===== config.mk =====
export PLATFORM = sky130hd
export DESIGN_NAME = system_and_mode_control_regs
export DESIGN_NICKNAME = d
export VERILOG_FILES = /design/src/sysmode_pkg.sv /design/src/settle_if.sv /design/src/system_and_mode_control_regs.sv /design/src/settle_timer.sv
export VERILOG_INCLUDE_DIRS = /design/src
export SDC_FILE = /design/constraint.sdc
export NUM_CORES = 1
export LEC_CHECK = 0
export BUFFER_PORTS_ARGS = -buffer_cell sky130_fd_sc_hd__buf_2
export CAP_MARGIN = 20
export CELL_PAD_IN_SITES_DETAIL_PLACEMENT = 0
export CELL_PAD_IN_SITES_GLOBAL_PLACEMENT = 1
export CORE_UTILIZATION = 39
export DETAILED_ROUTE_END_ITERATION = 10
export MAX_ROUTING_LAYER = met4
export PLACE_DENSITY = 0.81
export SLEW_MARGIN = 20
export SYNTH_ARGS = -nofsm -noshare
export SYNTH_HDL_FRONTEND = slang
export SYNTH_SLANG_ARGS = --single-unit

===== constraint.sdc =====
create_clock -name clk_i -period 5.7 [get_ports clk_i]
set_input_delay 0 -clock clk_i [delete_from_list [all_inputs] [get_ports clk_i]]
set_output_delay 0 -clock clk_i [all_outputs]
set_load 0.02 [all_outputs]

===== src/sysmode_regs.svh =====
// Register offsets, field positions, reset values and settling counts.
`ifndef SYSMODE_REGS_SVH
`define SYSMODE_REGS_SVH

// Byte addresses of the two registers on the bus, one word each.
`define ADDR_SYS_CTRL 4'h0
`define ADDR_MODE_STAT 4'h4

// Field positions inside the system control register.
`define BIT_STANDBY_SEL 7
`define BIT_SETTLE_HI 6
`define BIT_SETTLE_LO 4
`define BIT_RESET_SRC 3
`define BIT_NMI_EDGE 2
`define BIT_HOST_EN 1
`define BIT_RAM_EN 0

// Reset values and fixed read bits.
`define SYS_CTRL_RESET 8'h09
`define MODE_STAT_FIXED 8'hE4
`define MODE_STAT_LIVE_MASK 8'h03

// Settling count of code 000 in states; each code step up to 100 doubles it.
`define SETTLE_BASE_STATES 32'd8192
`define SETTLE_CODE_TOP 3'h4

`endif


===== src/sysmode_pkg.sv =====
// Shared types of the system and mode control block.
package sysmode_pkg;

   // Power state, one-hot.
   typedef enum logic [3:0] {
      PWR_RUN = 4'h1,
      PWR_SLEEP = 4'h2,
      PWR_STANDBY = 4'h4,
      PWR_SETTLE = 4'h8
   } power_state_type;

   // Operating mode as read from the two mode pins (high, low).
   typedef enum logic [1:0] {
      MODE_0 = 2'h0,
      MODE_1 = 2'h1,
      MODE_2 = 2'h2,
      MODE_3 = 2'h3
   } op_mode_type;

endpackage : sysmode_pkg


===== src/settle_if.sv =====
// Link between the control block and its settling timer.
`timescale 1ns/100ps
interface settle_if;
   logic start;
   logic [2:0] code;
   logic done;

   modport ctrl (output start, output code, input done);
   modport tmr (input start, input code, output done);
endinterface : settle_if


===== src/system_and_mode_control_regs.sv =====
// System control and mode status registers with power-state control.
`timescale 1ns/100ps
`include "sysmode_regs.svh"
// What this block does
// - Sleep goes to sleep or software standby
// - Standby select survives wake, software clears it
// - Settling code picks 8192 to 131072 states
// - Halt CPU and modules until settling ends
// - Reset source flag: pin sets, watchdog clears
// - Edge select picks falling or rising NMI
// - Host port enable gates the host interface
// - RAM enable resets to 1, kept in standby
// - Mode register fixed bits read 111001
// - Mode bits mirror pins, latched on read
// - Mode 1: external space, ports carry bus
// - Mode 2: ports 1,2 start as inputs
// - Mode 3: single chip, all ports general
// - Modes 1,2: software chooses on-chip RAM
// - Mode taken from pins leaving reset
// - RAM disabled in expanded mode goes off-chip
module system_and_mode_control_regs #(
   parameter int SETTLE_BASE = `SETTLE_BASE_STATES,
   parameter int SETTLE_WIDTH = 18
) (
   input wire logic clk_i, // System clock, 50 MHz.
   input wire logic rst_i, // External pin reset, synchronous.
   input wire logic wdt_reset_i, // Watchdog overflow reset level.
   input wire logic [3:0] wb_adr_i, // Wishbone byte address.
   input wire logic [31:0] wb_dat_i, // Wishbone write data.
   output logic [31:0] wb_dat_o, // Wishbone read data.
   input wire logic wb_we_i, // Wishbone write enable.
   input wire logic [3:0] wb_sel_i, // Wishbone byte selects.
   input wire logic wb_stb_i, // Wishbone strobe.
   input wire logic wb_cyc_i, // Wishbone cycle.
   output logic wb_ack_o, // Wishbone acknowledge.
   input wire logic sleep_exec_i, // Sleep instruction executed, pulse.
   input wire logic wake_irq_i, // Any interrupt, wakes sleep.
   input wire logic ext_irq_i, // External interrupt, wakes standby.
   input wire logic mode_pin_hi_i, // Mode pin, high bit.
   input wire logic mode_pin_lo_i, // Mode pin, low bit.
   input wire logic nmi_pin_i, // Non-maskable interrupt pin.
   output logic nmi_req_o, // NMI request, one-cycle pulse.
   output logic sleep_o, // Sleep mode active.
   output logic standby_o, // Software standby active.
   output logic cpu_halt_o, // CPU halted.
   output logic module_halt_o, // Supporting modules halted.
   output logic host_if_enable_o, // Host interface enabled.
   output logic ram_on_o, // On-chip RAM enabled.
   output logic ram_offchip_o, // RAM range goes off-chip.
   output logic expanded_o, // Mode 1 or 2, external bus.
   output logic rom_on_o, // On-chip ROM used.
   output logic addr_ports_o, // Ports 1,2 drive address now.
   output logic ports_gpio_o, // Ports 1,2 start as inputs.
   output logic mode_invalid_o // Pins selected mode 0.
);

   // Both reset sources clear the control state the same way; the reset source flag alone tells them apart.
   logic rst_all;
   assign rst_all = rst_i | wdt_reset_i;

   // Register state.
   logic standby_sel_r;
   logic [2:0] settle_sel_r;
   logic reset_source_flag_r;
   logic nonmaskable_edge_select_r;
   logic host_port_enable_r;
   logic ram_enable_r;
   logic [31:0] dat_r;
   logic ack_r;

   // Pin synchronisers and edge history.
   logic [1:0] mode_meta_r;
   logic [1:0] mode_sync_r;
   logic nmi_meta_r;
   logic nmi_sync_r;
   logic nmi_prev_r;
   logic nmi_req_r;

   // Mode captured at reset release.
   sysmode_pkg::op_mode_type mode_r;
   logic mode_taken_r;

   // Power state.
   sysmode_pkg::power_state_type pwr_r;
   sysmode_pkg::power_state_type pwr_nxt;
   logic settle_start_r;
   logic cpu_halt_r;
   logic module_halt_r;

   // Bus decode.
   logic bus_req;
   logic wr_ctrl;
   logic rd_mode;

   // Registered outputs.
   logic host_if_enable_r;
   logic ram_on_r;
   logic ram_offchip_r;
   logic expanded_r;
   logic rom_on_r;
   logic addr_ports_r;
   logic ports_gpio_r;
   logic mode_invalid_r;

   settle_if settle ();

   settle_timer #(
      .BASE_STATES(SETTLE_BASE),
      .CNT_WIDTH(SETTLE_WIDTH)
   ) u_settle (
      .clk_i(clk_i),
      .rst_i(rst_all),
      .link(settle.tmr)
   );

   // Address match of a word register, used by several decodes.
   function automatic logic hit(input logic [3:0] adr,
                                input logic [3:0] reg_adr);
      hit = (adr[3:2] == reg_adr[3:2]);
   endfunction : hit

   // A request is taken once; ack drops the cycle after it was given.
   assign bus_req = wb_cyc_i && wb_stb_i && !ack_r;
   assign wr_ctrl = bus_req && wb_we_i && wb_sel_i[0] &&
                    hit(wb_adr_i, `ADDR_SYS_CTRL);
   assign rd_mode = bus_req && !wb_we_i && hit(wb_adr_i, `ADDR_MODE_STAT);

   // Two flip-flops on the mode and NMI pins before any logic looks at them.
   always_ff @(posedge clk_i) begin
      mode_meta_r <= {mode_pin_hi_i, mode_pin_lo_i};
      mode_sync_r <= mode_meta_r;
      nmi_meta_r <= nmi_pin_i;
      nmi_sync_r <= nmi_meta_r;
   end

   // Bus handshake: every access, mapped or not, is answered in one cycle.
   always_ff @(posedge clk_i) begin
      if (rst_all) begin
         ack_r <= 1'b0;
      end else begin
         ack_r <= bus_req;
      end
   end

   // Read data; unmapped addresses read as zero.
   always_ff @(posedge clk_i) begin
      if (rst_all) begin
         dat_r <= '0;
      end else if (bus_req && !wb_we_i) begin
         if (hit(wb_adr_i, `ADDR_SYS_CTRL)) begin
            dat_r <= {24'h0, standby_sel_r, settle_sel_r,
                      reset_source_flag_r, nonmaskable_edge_select_r,
                      host_port_enable_r, ram_enable_r};
         end else if (rd_mode) begin
            // The read returns the pin levels latched by this read.
            dat_r <= {24'h0, `MODE_STAT_FIXED |
                      ({6'h0, mode_sync_r} & `MODE_STAT_LIVE_MASK)};
         end else begin
            dat_r <= '0;
         end
      end else begin
         dat_r <= '0;
      end
   end

   // Software-written control fields; the reset source bit is not among them.
   always_ff @(posedge clk_i) begin
      if (rst_all) begin
         settle_sel_r <=
            3'(`SYS_CTRL_RESET >> `BIT_SETTLE_LO);
         nonmaskable_edge_select_r <= 1'(`SYS_CTRL_RESET >> `BIT_NMI_EDGE);
         host_port_enable_r <= 1'(`SYS_CTRL_RESET >> `BIT_HOST_EN);
         ram_enable_r <= 1'(`SYS_CTRL_RESET >> `BIT_RAM_EN);
      end else if (wr_ctrl) begin
         settle_sel_r <= wb_dat_i[`BIT_SETTLE_HI:`BIT_SETTLE_LO];
         nonmaskable_edge_select_r <= wb_dat_i[`BIT_NMI_EDGE];
         host_port_enable_r <= wb_dat_i[`BIT_HOST_EN];
         ram_enable_r <= wb_dat_i[`BIT_RAM_EN];
      end
   end

   // Standby select is untouched by wake-up; only a write or a reset clears it.
   always_ff @(posedge clk_i) begin
      if (rst_all) begin
         standby_sel_r <= 1'(`SYS_CTRL_RESET >> `BIT_STANDBY_SEL);
      end else if (wr_ctrl) begin
         standby_sel_r <= wb_dat_i[`BIT_STANDBY_SEL];
      end
   end

   // The pin reset wins when both resets are present at once.
   always_ff @(posedge clk_i) begin
      if (rst_i) begin
         reset_source_flag_r <= 1'b1;
      end else if (wdt_reset_i) begin
         reset_source_flag_r <= 1'b0;
      end
      // Otherwise held: writes and power states leave it alone.
   end

   // The operating mode is caught on the first clock after reset ends,
   // since the reset itself may only load constants.
   always_ff @(posedge clk_i) begin
      if (rst_all) begin
         mode_taken_r <= 1'b0;
         mode_r <= sysmode_pkg::MODE_3;
      end else if (!mode_taken_r) begin
         mode_taken_r <= 1'b1;
         mode_r <= sysmode_pkg::op_mode_type'(mode_sync_r);
      end
   end

   // Power state decisions.
   always_comb begin
      pwr_nxt = pwr_r;
      case (pwr_r)
         sysmode_pkg::PWR_RUN: begin
            if (sleep_exec_i) begin
               pwr_nxt = standby_sel_r ? sysmode_pkg::PWR_STANDBY
                                       : sysmode_pkg::PWR_SLEEP;
            end
         end
         sysmode_pkg::PWR_SLEEP: begin
            if (wake_irq_i) begin
               pwr_nxt = sysmode_pkg::PWR_RUN;
            end
         end
         sysmode_pkg::PWR_STANDBY: begin
            if (ext_irq_i) begin
               pwr_nxt = sysmode_pkg::PWR_SETTLE;
            end
         end
         sysmode_pkg::PWR_SETTLE: begin
            if (settle.done) begin
               pwr_nxt = sysmode_pkg::PWR_RUN;
            end
         end
         default: begin
            pwr_nxt = sysmode_pkg::PWR_RUN;
         end
      endcase
   end

   // Power state register; halt flags follow the next state to stay in step.
   always_ff @(posedge clk_i) begin
      if (rst_all) begin
         pwr_r <= sysmode_pkg::PWR_RUN;
         cpu_halt_r <= 1'b0;
         module_halt_r <= 1'b0;
      end else begin
         pwr_r <= pwr_nxt;
         cpu_halt_r <= !pwr_nxt[0];
         module_halt_r <= pwr_nxt[2] | pwr_nxt[3];
      end
   end

   // Start the timer on the entry into settling.
   always_ff @(posedge clk_i) begin
      if (rst_all) begin
         settle_start_r <= 1'b0;
      end else begin
         settle_start_r <= (pwr_r == sysmode_pkg::PWR_STANDBY) && ext_irq_i;
      end
   end

   assign settle.start = settle_start_r;
   assign settle.code = settle_sel_r;

   // NMI edge detect on the synchronised pin, polarity from software.
   always_ff @(posedge clk_i) begin
      if (rst_all) begin
         nmi_prev_r <= 1'b1;
         nmi_req_r <= 1'b0;
      end else begin
         nmi_prev_r <= nmi_sync_r;
         nmi_req_r <= nonmaskable_edge_select_r ?
                      (nmi_sync_r && !nmi_prev_r) :
                      (!nmi_sync_r && nmi_prev_r);
      end
   end

   // Mode-dependent outputs. Until the mode is taken, the expanded and
   // address outputs stay low so that no port drives a bus by accident.
   always_ff @(posedge clk_i) begin
      if (rst_all) begin
         host_if_enable_r <= 1'b0;
         ram_on_r <= 1'b0;
         ram_offchip_r <= 1'b0;
         expanded_r <= 1'b0;
         rom_on_r <= 1'b0;
         addr_ports_r <= 1'b0;
         ports_gpio_r <= 1'b0;
         mode_invalid_r <= 1'b0;
      end else begin
         host_if_enable_r <= host_port_enable_r;
         expanded_r <= mode_taken_r &&
                       (mode_r == sysmode_pkg::MODE_1 ||
                        mode_r == sysmode_pkg::MODE_2);
         rom_on_r <= mode_taken_r &&
                     (mode_r == sysmode_pkg::MODE_2 ||
                      mode_r == sysmode_pkg::MODE_3);
         addr_ports_r <= mode_taken_r && (mode_r == sysmode_pkg::MODE_1);
         ports_gpio_r <= mode_taken_r &&
                         (mode_r == sysmode_pkg::MODE_2 ||
                          mode_r == sysmode_pkg::MODE_3);
         mode_invalid_r <= mode_taken_r && (mode_r == sysmode_pkg::MODE_0);
         // Single-chip mode always uses its RAM; expanded modes ask software.
         ram_on_r <= ram_enable_r ||
                     (mode_taken_r && mode_r == sysmode_pkg::MODE_3);
         ram_offchip_r <= !ram_enable_r && mode_taken_r &&
                          (mode_r == sysmode_pkg::MODE_1 ||
                           mode_r == sysmode_pkg::MODE_2);
      end
   end

   // Power-state outputs straight from flip-flops, no gate after them.
   assign sleep_o = pwr_r[1];
   assign standby_o = pwr_r[2];
   assign cpu_halt_o = cpu_halt_r;
   assign module_halt_o = module_halt_r;

   // Bus and remaining outputs.
   assign wb_ack_o = ack_r;
   assign wb_dat_o = dat_r;
   assign nmi_req_o = nmi_req_r;
   assign host_if_enable_o = host_if_enable_r;
   assign ram_on_o = ram_on_r;
   assign ram_offchip_o = ram_offchip_r;
   assign expanded_o = expanded_r;
   assign rom_on_o = rom_on_r;
   assign addr_ports_o = addr_ports_r;
   assign ports_gpio_o = ports_gpio_r;
   assign mode_invalid_o = mode_invalid_r;

endmodule : system_and_mode_control_regs


===== src/settle_timer.sv =====
// Oscillator settling timer used on the way out of software standby.
`timescale 1ns/100ps
`include "sysmode_regs.svh"
module settle_timer #(
   parameter int BASE_STATES = `SETTLE_BASE_STATES,
   parameter int CNT_WIDTH = 18
) (
   input wire logic clk_i, // System clock.
   input wire logic rst_i, // Synchronous reset, active high.
   settle_if.tmr link // Start, code and done.
);

   // The longest count is sixteen times the base and must fit the counter.
   if (CNT_WIDTH < 2 || BASE_STATES < 1 ||
       (longint'(BASE_STATES) << 4) > (longint'(1) << CNT_WIDTH)) begin : g_chk
      $error("settle_timer: counter too narrow for the settling count");
   end

   logic [CNT_WIDTH-1:0] count_r;
   logic busy_r;
   logic done_r;

   // Codes 10x give the top count; unused codes 11x take it too.
   function automatic logic [CNT_WIDTH-1:0] settle_states(
      input logic [2:0] code);
      logic [2:0] shift;
      shift = (code > `SETTLE_CODE_TOP) ? `SETTLE_CODE_TOP : code;
      if (code[2]) begin
         shift = `SETTLE_CODE_TOP;
      end
      settle_states = CNT_WIDTH'(longint'(BASE_STATES) << shift);
   endfunction : settle_states

   // Count the selected number of states, then report once.
   always_ff @(posedge clk_i) begin
      if (rst_i) begin
         count_r <= '0;
         busy_r <= 1'b0;
      end else if (link.start) begin
         count_r <= settle_states(link.code) - CNT_WIDTH'(1);
         busy_r <= 1'b1;
      end else if (busy_r) begin
         if (count_r == '0) begin
            busy_r <= 1'b0;
         end else begin
            count_r <= count_r - CNT_WIDTH'(1);
         end
      end
   end

   // Done is a one-cycle pulse on the last counted state.
   always_ff @(posedge clk_i) begin
      if (rst_i) begin
         done_r <= 1'b0;
      end else begin
         done_r <= busy_r && !link.start && (count_r == '0);
      end
   end

   assign link.done = done_r;

endmodule : settle_timer


==> impl_results.md, run 1 <==
* Area occupied by multi-input gates at between 1000 and 1500 µm²
* Number of synthesized flops with an enable pin at 0
* Seq. cell area at ~1200 µm²
* Synth cell types at 55
* # resized after CTS at 0
* RePlAce Congestion at between 0.7 and 0.8
* Largest net degree at the start of global routing at 32
* Measured slew at the worst slew-check pin at about 0.85 ns
* DRT Pass-1 Iters at 4
* Clock Tree Buf Depth at 2
* CTS sink count at 62
* Core area at 6832 µm²
* Fraction of registers with async set/reset at 0%
* Vias in the first global route at 2096
* Worst min path class: input port to register
* Final setup violating endpoints at 0
* Area growth, synth to finish at 18.17%
* GR Overflow Total at 0
* Kind of critical path: register to register
* Share of cells above drive strength 1 at 18.80%
* Die ar. at 7441 µm²
* Ports at 98
* Fin crit share at between 50% and 60%
* Final Hold Viols at 0
* Starting Density at 40.53%
* PortBufs at 43
* Flop pwr share at a little over half
* Seq cells post-synth at 62
* CP Buf/Inv Count at 1
* P_int at 629.2 µW
* Psw at 207.4 µW
* Post-CTS Setup Bufs at 0
* Pleak at 0.001427 µW
* Ys Warns at 0
* First-pass GRT wire length at between 9000 and 10000 µm
* Via-to-Cell Ratio at 5.009
* Final #Nets at ~420
* Outcome: complete, no violations
* Initial antenna violation count at 0
* CP arrival at approximately 3.4 ns
* Via Count at between 2000 and 2500
* Worst Path Max Fanout at 26
* Antenna-violating nets left at 0
* Clock share of power at between 40 and 50%
* DRT iter0 DRCs at about 130
* Routed wire length at 5753 µm
* CTS tree: yes
* Max IR drop VDD at 0.1976 mV
* Combinational share of power at about 6.4%
* WP data required at between 5 and 6 ns
* Critical path capture point type: register
* Die W at 86.26 µm
* CTS H-tree depth at 3
* FMAX at 314.3 MHz
* Mapped Area at roughly 2800 µm²
* Most frequent cells in the layout: 62 x dfxtp_1, 43 x buf_2, 32 x nor2_1
* Seq/Total Area, Yosys at between 40% and 50%
* Clk root buf: clkbuf_8
* Main synth FF type: dfxtp_1
* Cells after Synth at about 310
* Antenna cells at 0
* Worst relative slew slack at 43.26%
* Gr usage total at 16.80%
* Switching Fraction at 24.79%
* Max_cap viols at 0
* Top delay family on crit path: flip-flops
* Die H at 86.26 µm
* Fill count at 654
* Worst skew pair latency at approximately 0.34 ns
* # DRC at 0
* Total power at ~840 µW
* CTS Buf Count at 9
* RSZ-0062 raised after global routing: no
* Cell Pwr Density at 255.7 nW/µm²
* Setup crit start kind: register
* Worst-path clk slew at 0.07 ns
* Fin Clk Skew at 0.007573 ns
* Post-Syn Area per Cell at 8.961 µm²
* Slew Limit Fails at 0
* # rows at 30
* Commonest non-fill, non-tap cell in the layout: dfxtp_1
* Slowest CP cell: dfxtp_1
* Routed len/inst at 12.43 µm
* Hold buffers post-CTS at 17
* Fin util at 47.89%
* Slowest stage delay, CP at 0.88 ns
* Critical path cell sequence: inv_1, nand2_1, ha_1, nor4b_1, nand4_1, a22oi_1, a2111oi_0, a211o_1
* Min Tclk post-route at 3.182 ns
* Hpwl dp at 3773 µm
* Setup tns final at 0 ns
[power groups by stage]
stage               Combinational (µW)  Clock, µW  Sequential [µW]
floorplan                         43.2          0              454
global placement                  44.1          0              454
detailed placement                44.6          0              454
CTS                               53.3        344              444
global route                      58.5        368              445
finish                            53.5        339              444
[sequential cells by signal, indices dropped and copies added (netlist names), 2 cells and up]
signal            count
u_settle.count_r     18
mode_meta_r           2
mode_sync_r           2
settle.code           3
pwr_r                 4
wb_dat_o              8
mode_r                2
[metal layers]
layer | global-route usage (%) | share of wire, % | up-vias
li1 | - | - | 1153
met2 | 26.05 | 47 | 60
met1 | 20.78 | 46 | 1095
met4 | 6.970 | 1.7 | 0
met3 | 4.381 | 5.2 | 11
met5 | - | 0 | -
[synth_stat cells (3+ instances only)]
| library cell | instances | area, µm² |
|---|---|---|
| nor4b_1 | 3 | 26.28 |
| inv_1 | 8 | 30.03 |
| nand2_1 | 20 | 75.07 |
| and2_1 | 3 | 18.77 |
| nand2b_1 | 3 | 18.77 |
| a211oi_1 | 4 | 30.03 |
| nor2b_1 | 3 | 18.77 |
| or3_1 | 5 | 31.28 |
| buf_4 | 27 | 202.7 |
| nor3_1 | 12 | 60.06 |
| nor3b_1 | 3 | 22.52 |
| dfxtp_1 | 62 | 1241 |
| xnor2_1 | 3 | 26.28 |
| nand3_1 | 4 | 20.02 |
| mux2i_1 | 10 | 100.1 |
| nor4_1 | 5 | 31.28 |
| nor2_1 | 32 | 120.1 |
| clkbuf_1 | 9 | 33.78 |
| ha_1 | 5 | 62.56 |
| or2_2 | 4 | 25.02 |
| a21oi_1 | 19 | 95.09 |
| and3_1 | 7 | 43.79 |
| o21ai_0 | 13 | 65.06 |
| nand4_1 | 3 | 18.77 |
[area by class of cell]
class                      count  area share [%]
inverter                       8          0.9178
multi-input combinational    221           40.31
sequential                    62           37.93
clock buffer                  11           4.321
timing repair buffer          60           11.78
clock inverter                 5           1.071
tap                           96           3.671
[metrics by stage]
step	std cells	hold WS [ns]	setup WS, ns	cell area, µm²
floorplan	332	0.02772	3.664	2855
CTS	463	0.01532	2.586	3272
detailed placement	430	0.1065	2.601	2925
global placement	430	0.1032	2.607	2925
finish	463	0.02267	2.518	3272
global route	463	0.06373	2.263	3272
[worst paths after layout]
| path | startpoint | to | slack (ns) | cells past startpoint |
|---|---|---|---|---|
| worst max-delay path | settle.start$_SDFF_PN0_ | u_settle.count_r[16]$_SDFFE_PN0P_ | 2.52 | 8 |
| worst min register to register | mode_meta_r[1]$_DFF_P_ | mode_sync_r[1]$_DFF_P_ | 0.33 | 0 |
| worst min-delay path | wake_irq_i | pwr_r[1]$_SDFFE_PN0P_ | 0.02 | 4 |
| worst max register to register | settle.start$_SDFF_PN0_ | u_settle.count_r[16]$_SDFFE_PN0P_ | 2.52 | 8 |
[worst reg2reg max path: stages, from the launching register on]
cell,delay [ns]
dfxtp_1,0.88
inv_1,0.50
nand2_1,0.22
ha_1,0.32
nor4b_1,0.31
nand4_1,0.21
a22oi_1,0.29
a2111oi_0,0.10
a211o_1,0.26
[kinds of logic after synthesis]
| logic type | share of synthesized area [%] |
|---|---|
| other | 0.1354 |
| multiplexers | 3.615 |
| adder cells (fa/ha/maj) | 2.259 |
| XOR/XNOR | 0.9491 |
| AO/OA/AOI/OAI | 15.18 |
| buffers and inverters | 10.66 |
| flip-flops | 44.83 |
| AND/OR/NAND/NOR | 22.37 |
Power figures use the tool's default switching activity.
==> inputs of run 2 (changes only) <==
- CORE_UTILIZATION: 39 -> 32
- PLACE_DENSITY: 0.81 -> 0.7
- clock period: 5.7 -> 2.72 ns (I/O delays scaled with it)
==> impl_results.md, run 2 (synthesized netlist as in run 1, its figures left out) <==
* Outcome: complete, no violations
* Fin Clk Skew at approximately 0.0085 ns
* Cell Pwr Density at 576.7 nW/µm²
* Dpl cells at 443
* Largest net degree at the start of global routing at 26
* Starting Density at 33.36%
* Hpwl dp at 4000 µm
* Hold EP: pwr_r[1]$_SDFFE_PN0P_
* Die ar. at 9029 µm²
* Gr usage total at 14.78%
* Worst Path Max Fanout at 7
* Commonest non-fill, non-tap cell in the layout: dfxtp_1
* Fin crit share at 75.39%
* Worst R2R Start: settle.start$_SDFF_PN0_
* Post-CTS Setup Bufs at 0
* Routed wire length at 5997 µm
* Worst-path clk slew at about 0.07 ns
* # resized after CTS at 0
* Antenna cells at 0
* DRT Pass-1 Iters at 4
* Pleak at roughly 0.0015 µW
* Max IR drop VDD at 0.3168 mV
* Worst relative slew slack at 62.30%
* Min Tclk post-route at 2.050 ns
* Antenna-violating nets left at 0
* FMAX at 487.7 MHz
* Largest Register: u_settle.count_r
* Worst skew pair latency at roughly 0.33 ns
* Final Hold Viols at 0
* CP arrival at 2.27 ns
* Cell count of the worst reg-to-reg path at 8
* WP data required at just under 3 ns
* Final setup violating endpoints at 0
* RSZ-0062 raised after global routing: no
* CTS tree: yes
* Measured slew at the worst slew-check pin at 0.5595 ns
* Hold Crit Depth at 4
* Initial antenna violation count at 0
* Core area at 8299 µm²
* Ports at 98
* Slew Limit Fails at 0
* Kind of critical path: register to register
* Non-filler instance count after layout at between 400 and 500
* CTS sink count at 62
* Highest Signal Layer: met4
* Routed length on met2 at 2932 µm
* WL met3 at 262 µm
* Final #Nets at 423
* Metal-1 WL at approximately 2700 µm
* Die H at ~95 µm
* Routed len/inst at 12.60 µm
* DRT iter0 DRCs at approximately 130
* Setup tns final at 0 ns
* Via Count at 2336
* Die W at approximately 95 µm
* Share of cells above drive strength 1 at 19.95%
* CTS Buf Count at 9
* RePlAce Congestion at 0.7500
* Clk root buf: clkbuf_8
* Clock Tree Buf Depth at 2
* Vias in the first global route at 2094
* Worst min path class: input port to register
* HP Start: wake_irq_i
* Worst r2r dst: u_settle.count_r[16]$_SDFFE_PN0P_
* PortBufs at 43
* Most frequent cells in the layout: 62 x dfxtp_1, 43 x buf_2, 32 x nor2_1
* First-pass GRT wire length at approximately 10000 µm
* R2r setup slk at between 0.6 and 0.7 ns
* Critical path capture point type: register
* Area growth, synth to finish at 21.33%
* GR Overflow Total at 0
* CTS H-tree depth at 3
* Via-to-Cell Ratio at ~4.9
* Max reg flops at 18
* # DRC at 0
* Setup crit start kind: register
* # rows at 33
* Max_cap viols at 0
run 2: cell types whose count changed in the layout (fill, tap and decap cells not counted), sizes merged:
cell      before  now
clkinv         4    2
bufinv         0    2
clkinvlp       1    2
buf           43   47
clkbuf        11   10
run 2: worst max-delay path by stage:
stage	from	end	slack, ns	cells after the start
after floorplan	settle.start$_SDFF_PN0_	u_settle.count_r[16]$_SDFFE_PN0P_	0.68	10
after global placement	u_settle.count_r[2]$_SDFFE_PN0P_	u_settle.count_r[15]$_SDFFE_PN0P_	0.66	5
final	settle.start$_SDFF_PN0_	u_settle.count_r[16]$_SDFFE_PN0P_	0.67	8
after detailed placement	settle.start$_SDFF_PN0_	u_settle.count_r[16]$_SDFFE_PN0P_	0.69	8
after CTS	settle.start$_SDFF_PN0_	u_settle.count_r[16]$_SDFFE_PN0P_	0.66	8
after global routing	settle.start$_SDFF_PN0_	u_settle.count_r[16]$_SDFFE_PN0P_	0.41	8
run 2: area by class of cell:
type,count,area (µm²)
inverter,8,30.03
timing repair buffer,64,415.4
tap,105,131.4
multi-input combinational,221,1319
clock buffer,10,137.6
sequential,62,1241
clock inverter,6,85.08
fill,846,4940
run 2: layer usage:
metal	GRT usage [%]	vias up
li1	-	1165
met1	17.73	1107
met2	23.56	60
met3	3.828	4
met4	6.061	0
met5	-	-
run 2: report_power, final:
| part | switching [µW] | internal, µW |
|---|---|---|
| sequential | 9.81 | 921 |
| combinational | 71.1 | 44.8 |
| clock | 353 | 537 |
| total | 434 | 1500 |
run 2: worst max-delay path, cell delays in order (launching register included):
cell and delay, ns:
dfxtp_1 0.33, inv_1 0.10, nand2_1 0.10, ha_1 0.30
nor4b_1 0.27, nand4_1 0.20, a22oi_1 0.30, a2111oi_0 0.09
a211o_1 0.25
run 2: through the flow:
stage                     cell area (µm²)  worst slack [ns]  hold slack (ns)  utilization, %  total power, µW
after floorplan                      2855            0.6837          0.02772               -             1043
after global placement               2967            0.6643           0.1038           35.75             1047
after detailed placement             2967            0.6890           0.1041           35.75             1048
after CTS                            3359            0.6586          0.02768           40.48             1956
after global routing                 3359            0.4098          0.08632           40.48             2014
final                                3359            0.6695          0.04462           40.48             1937
run 2: repair_timing:
action,4_1_cts,5_1_grt
hold buffers,17,0
setup endpoints to repair,0,0
hold endpoints to repair,17,0
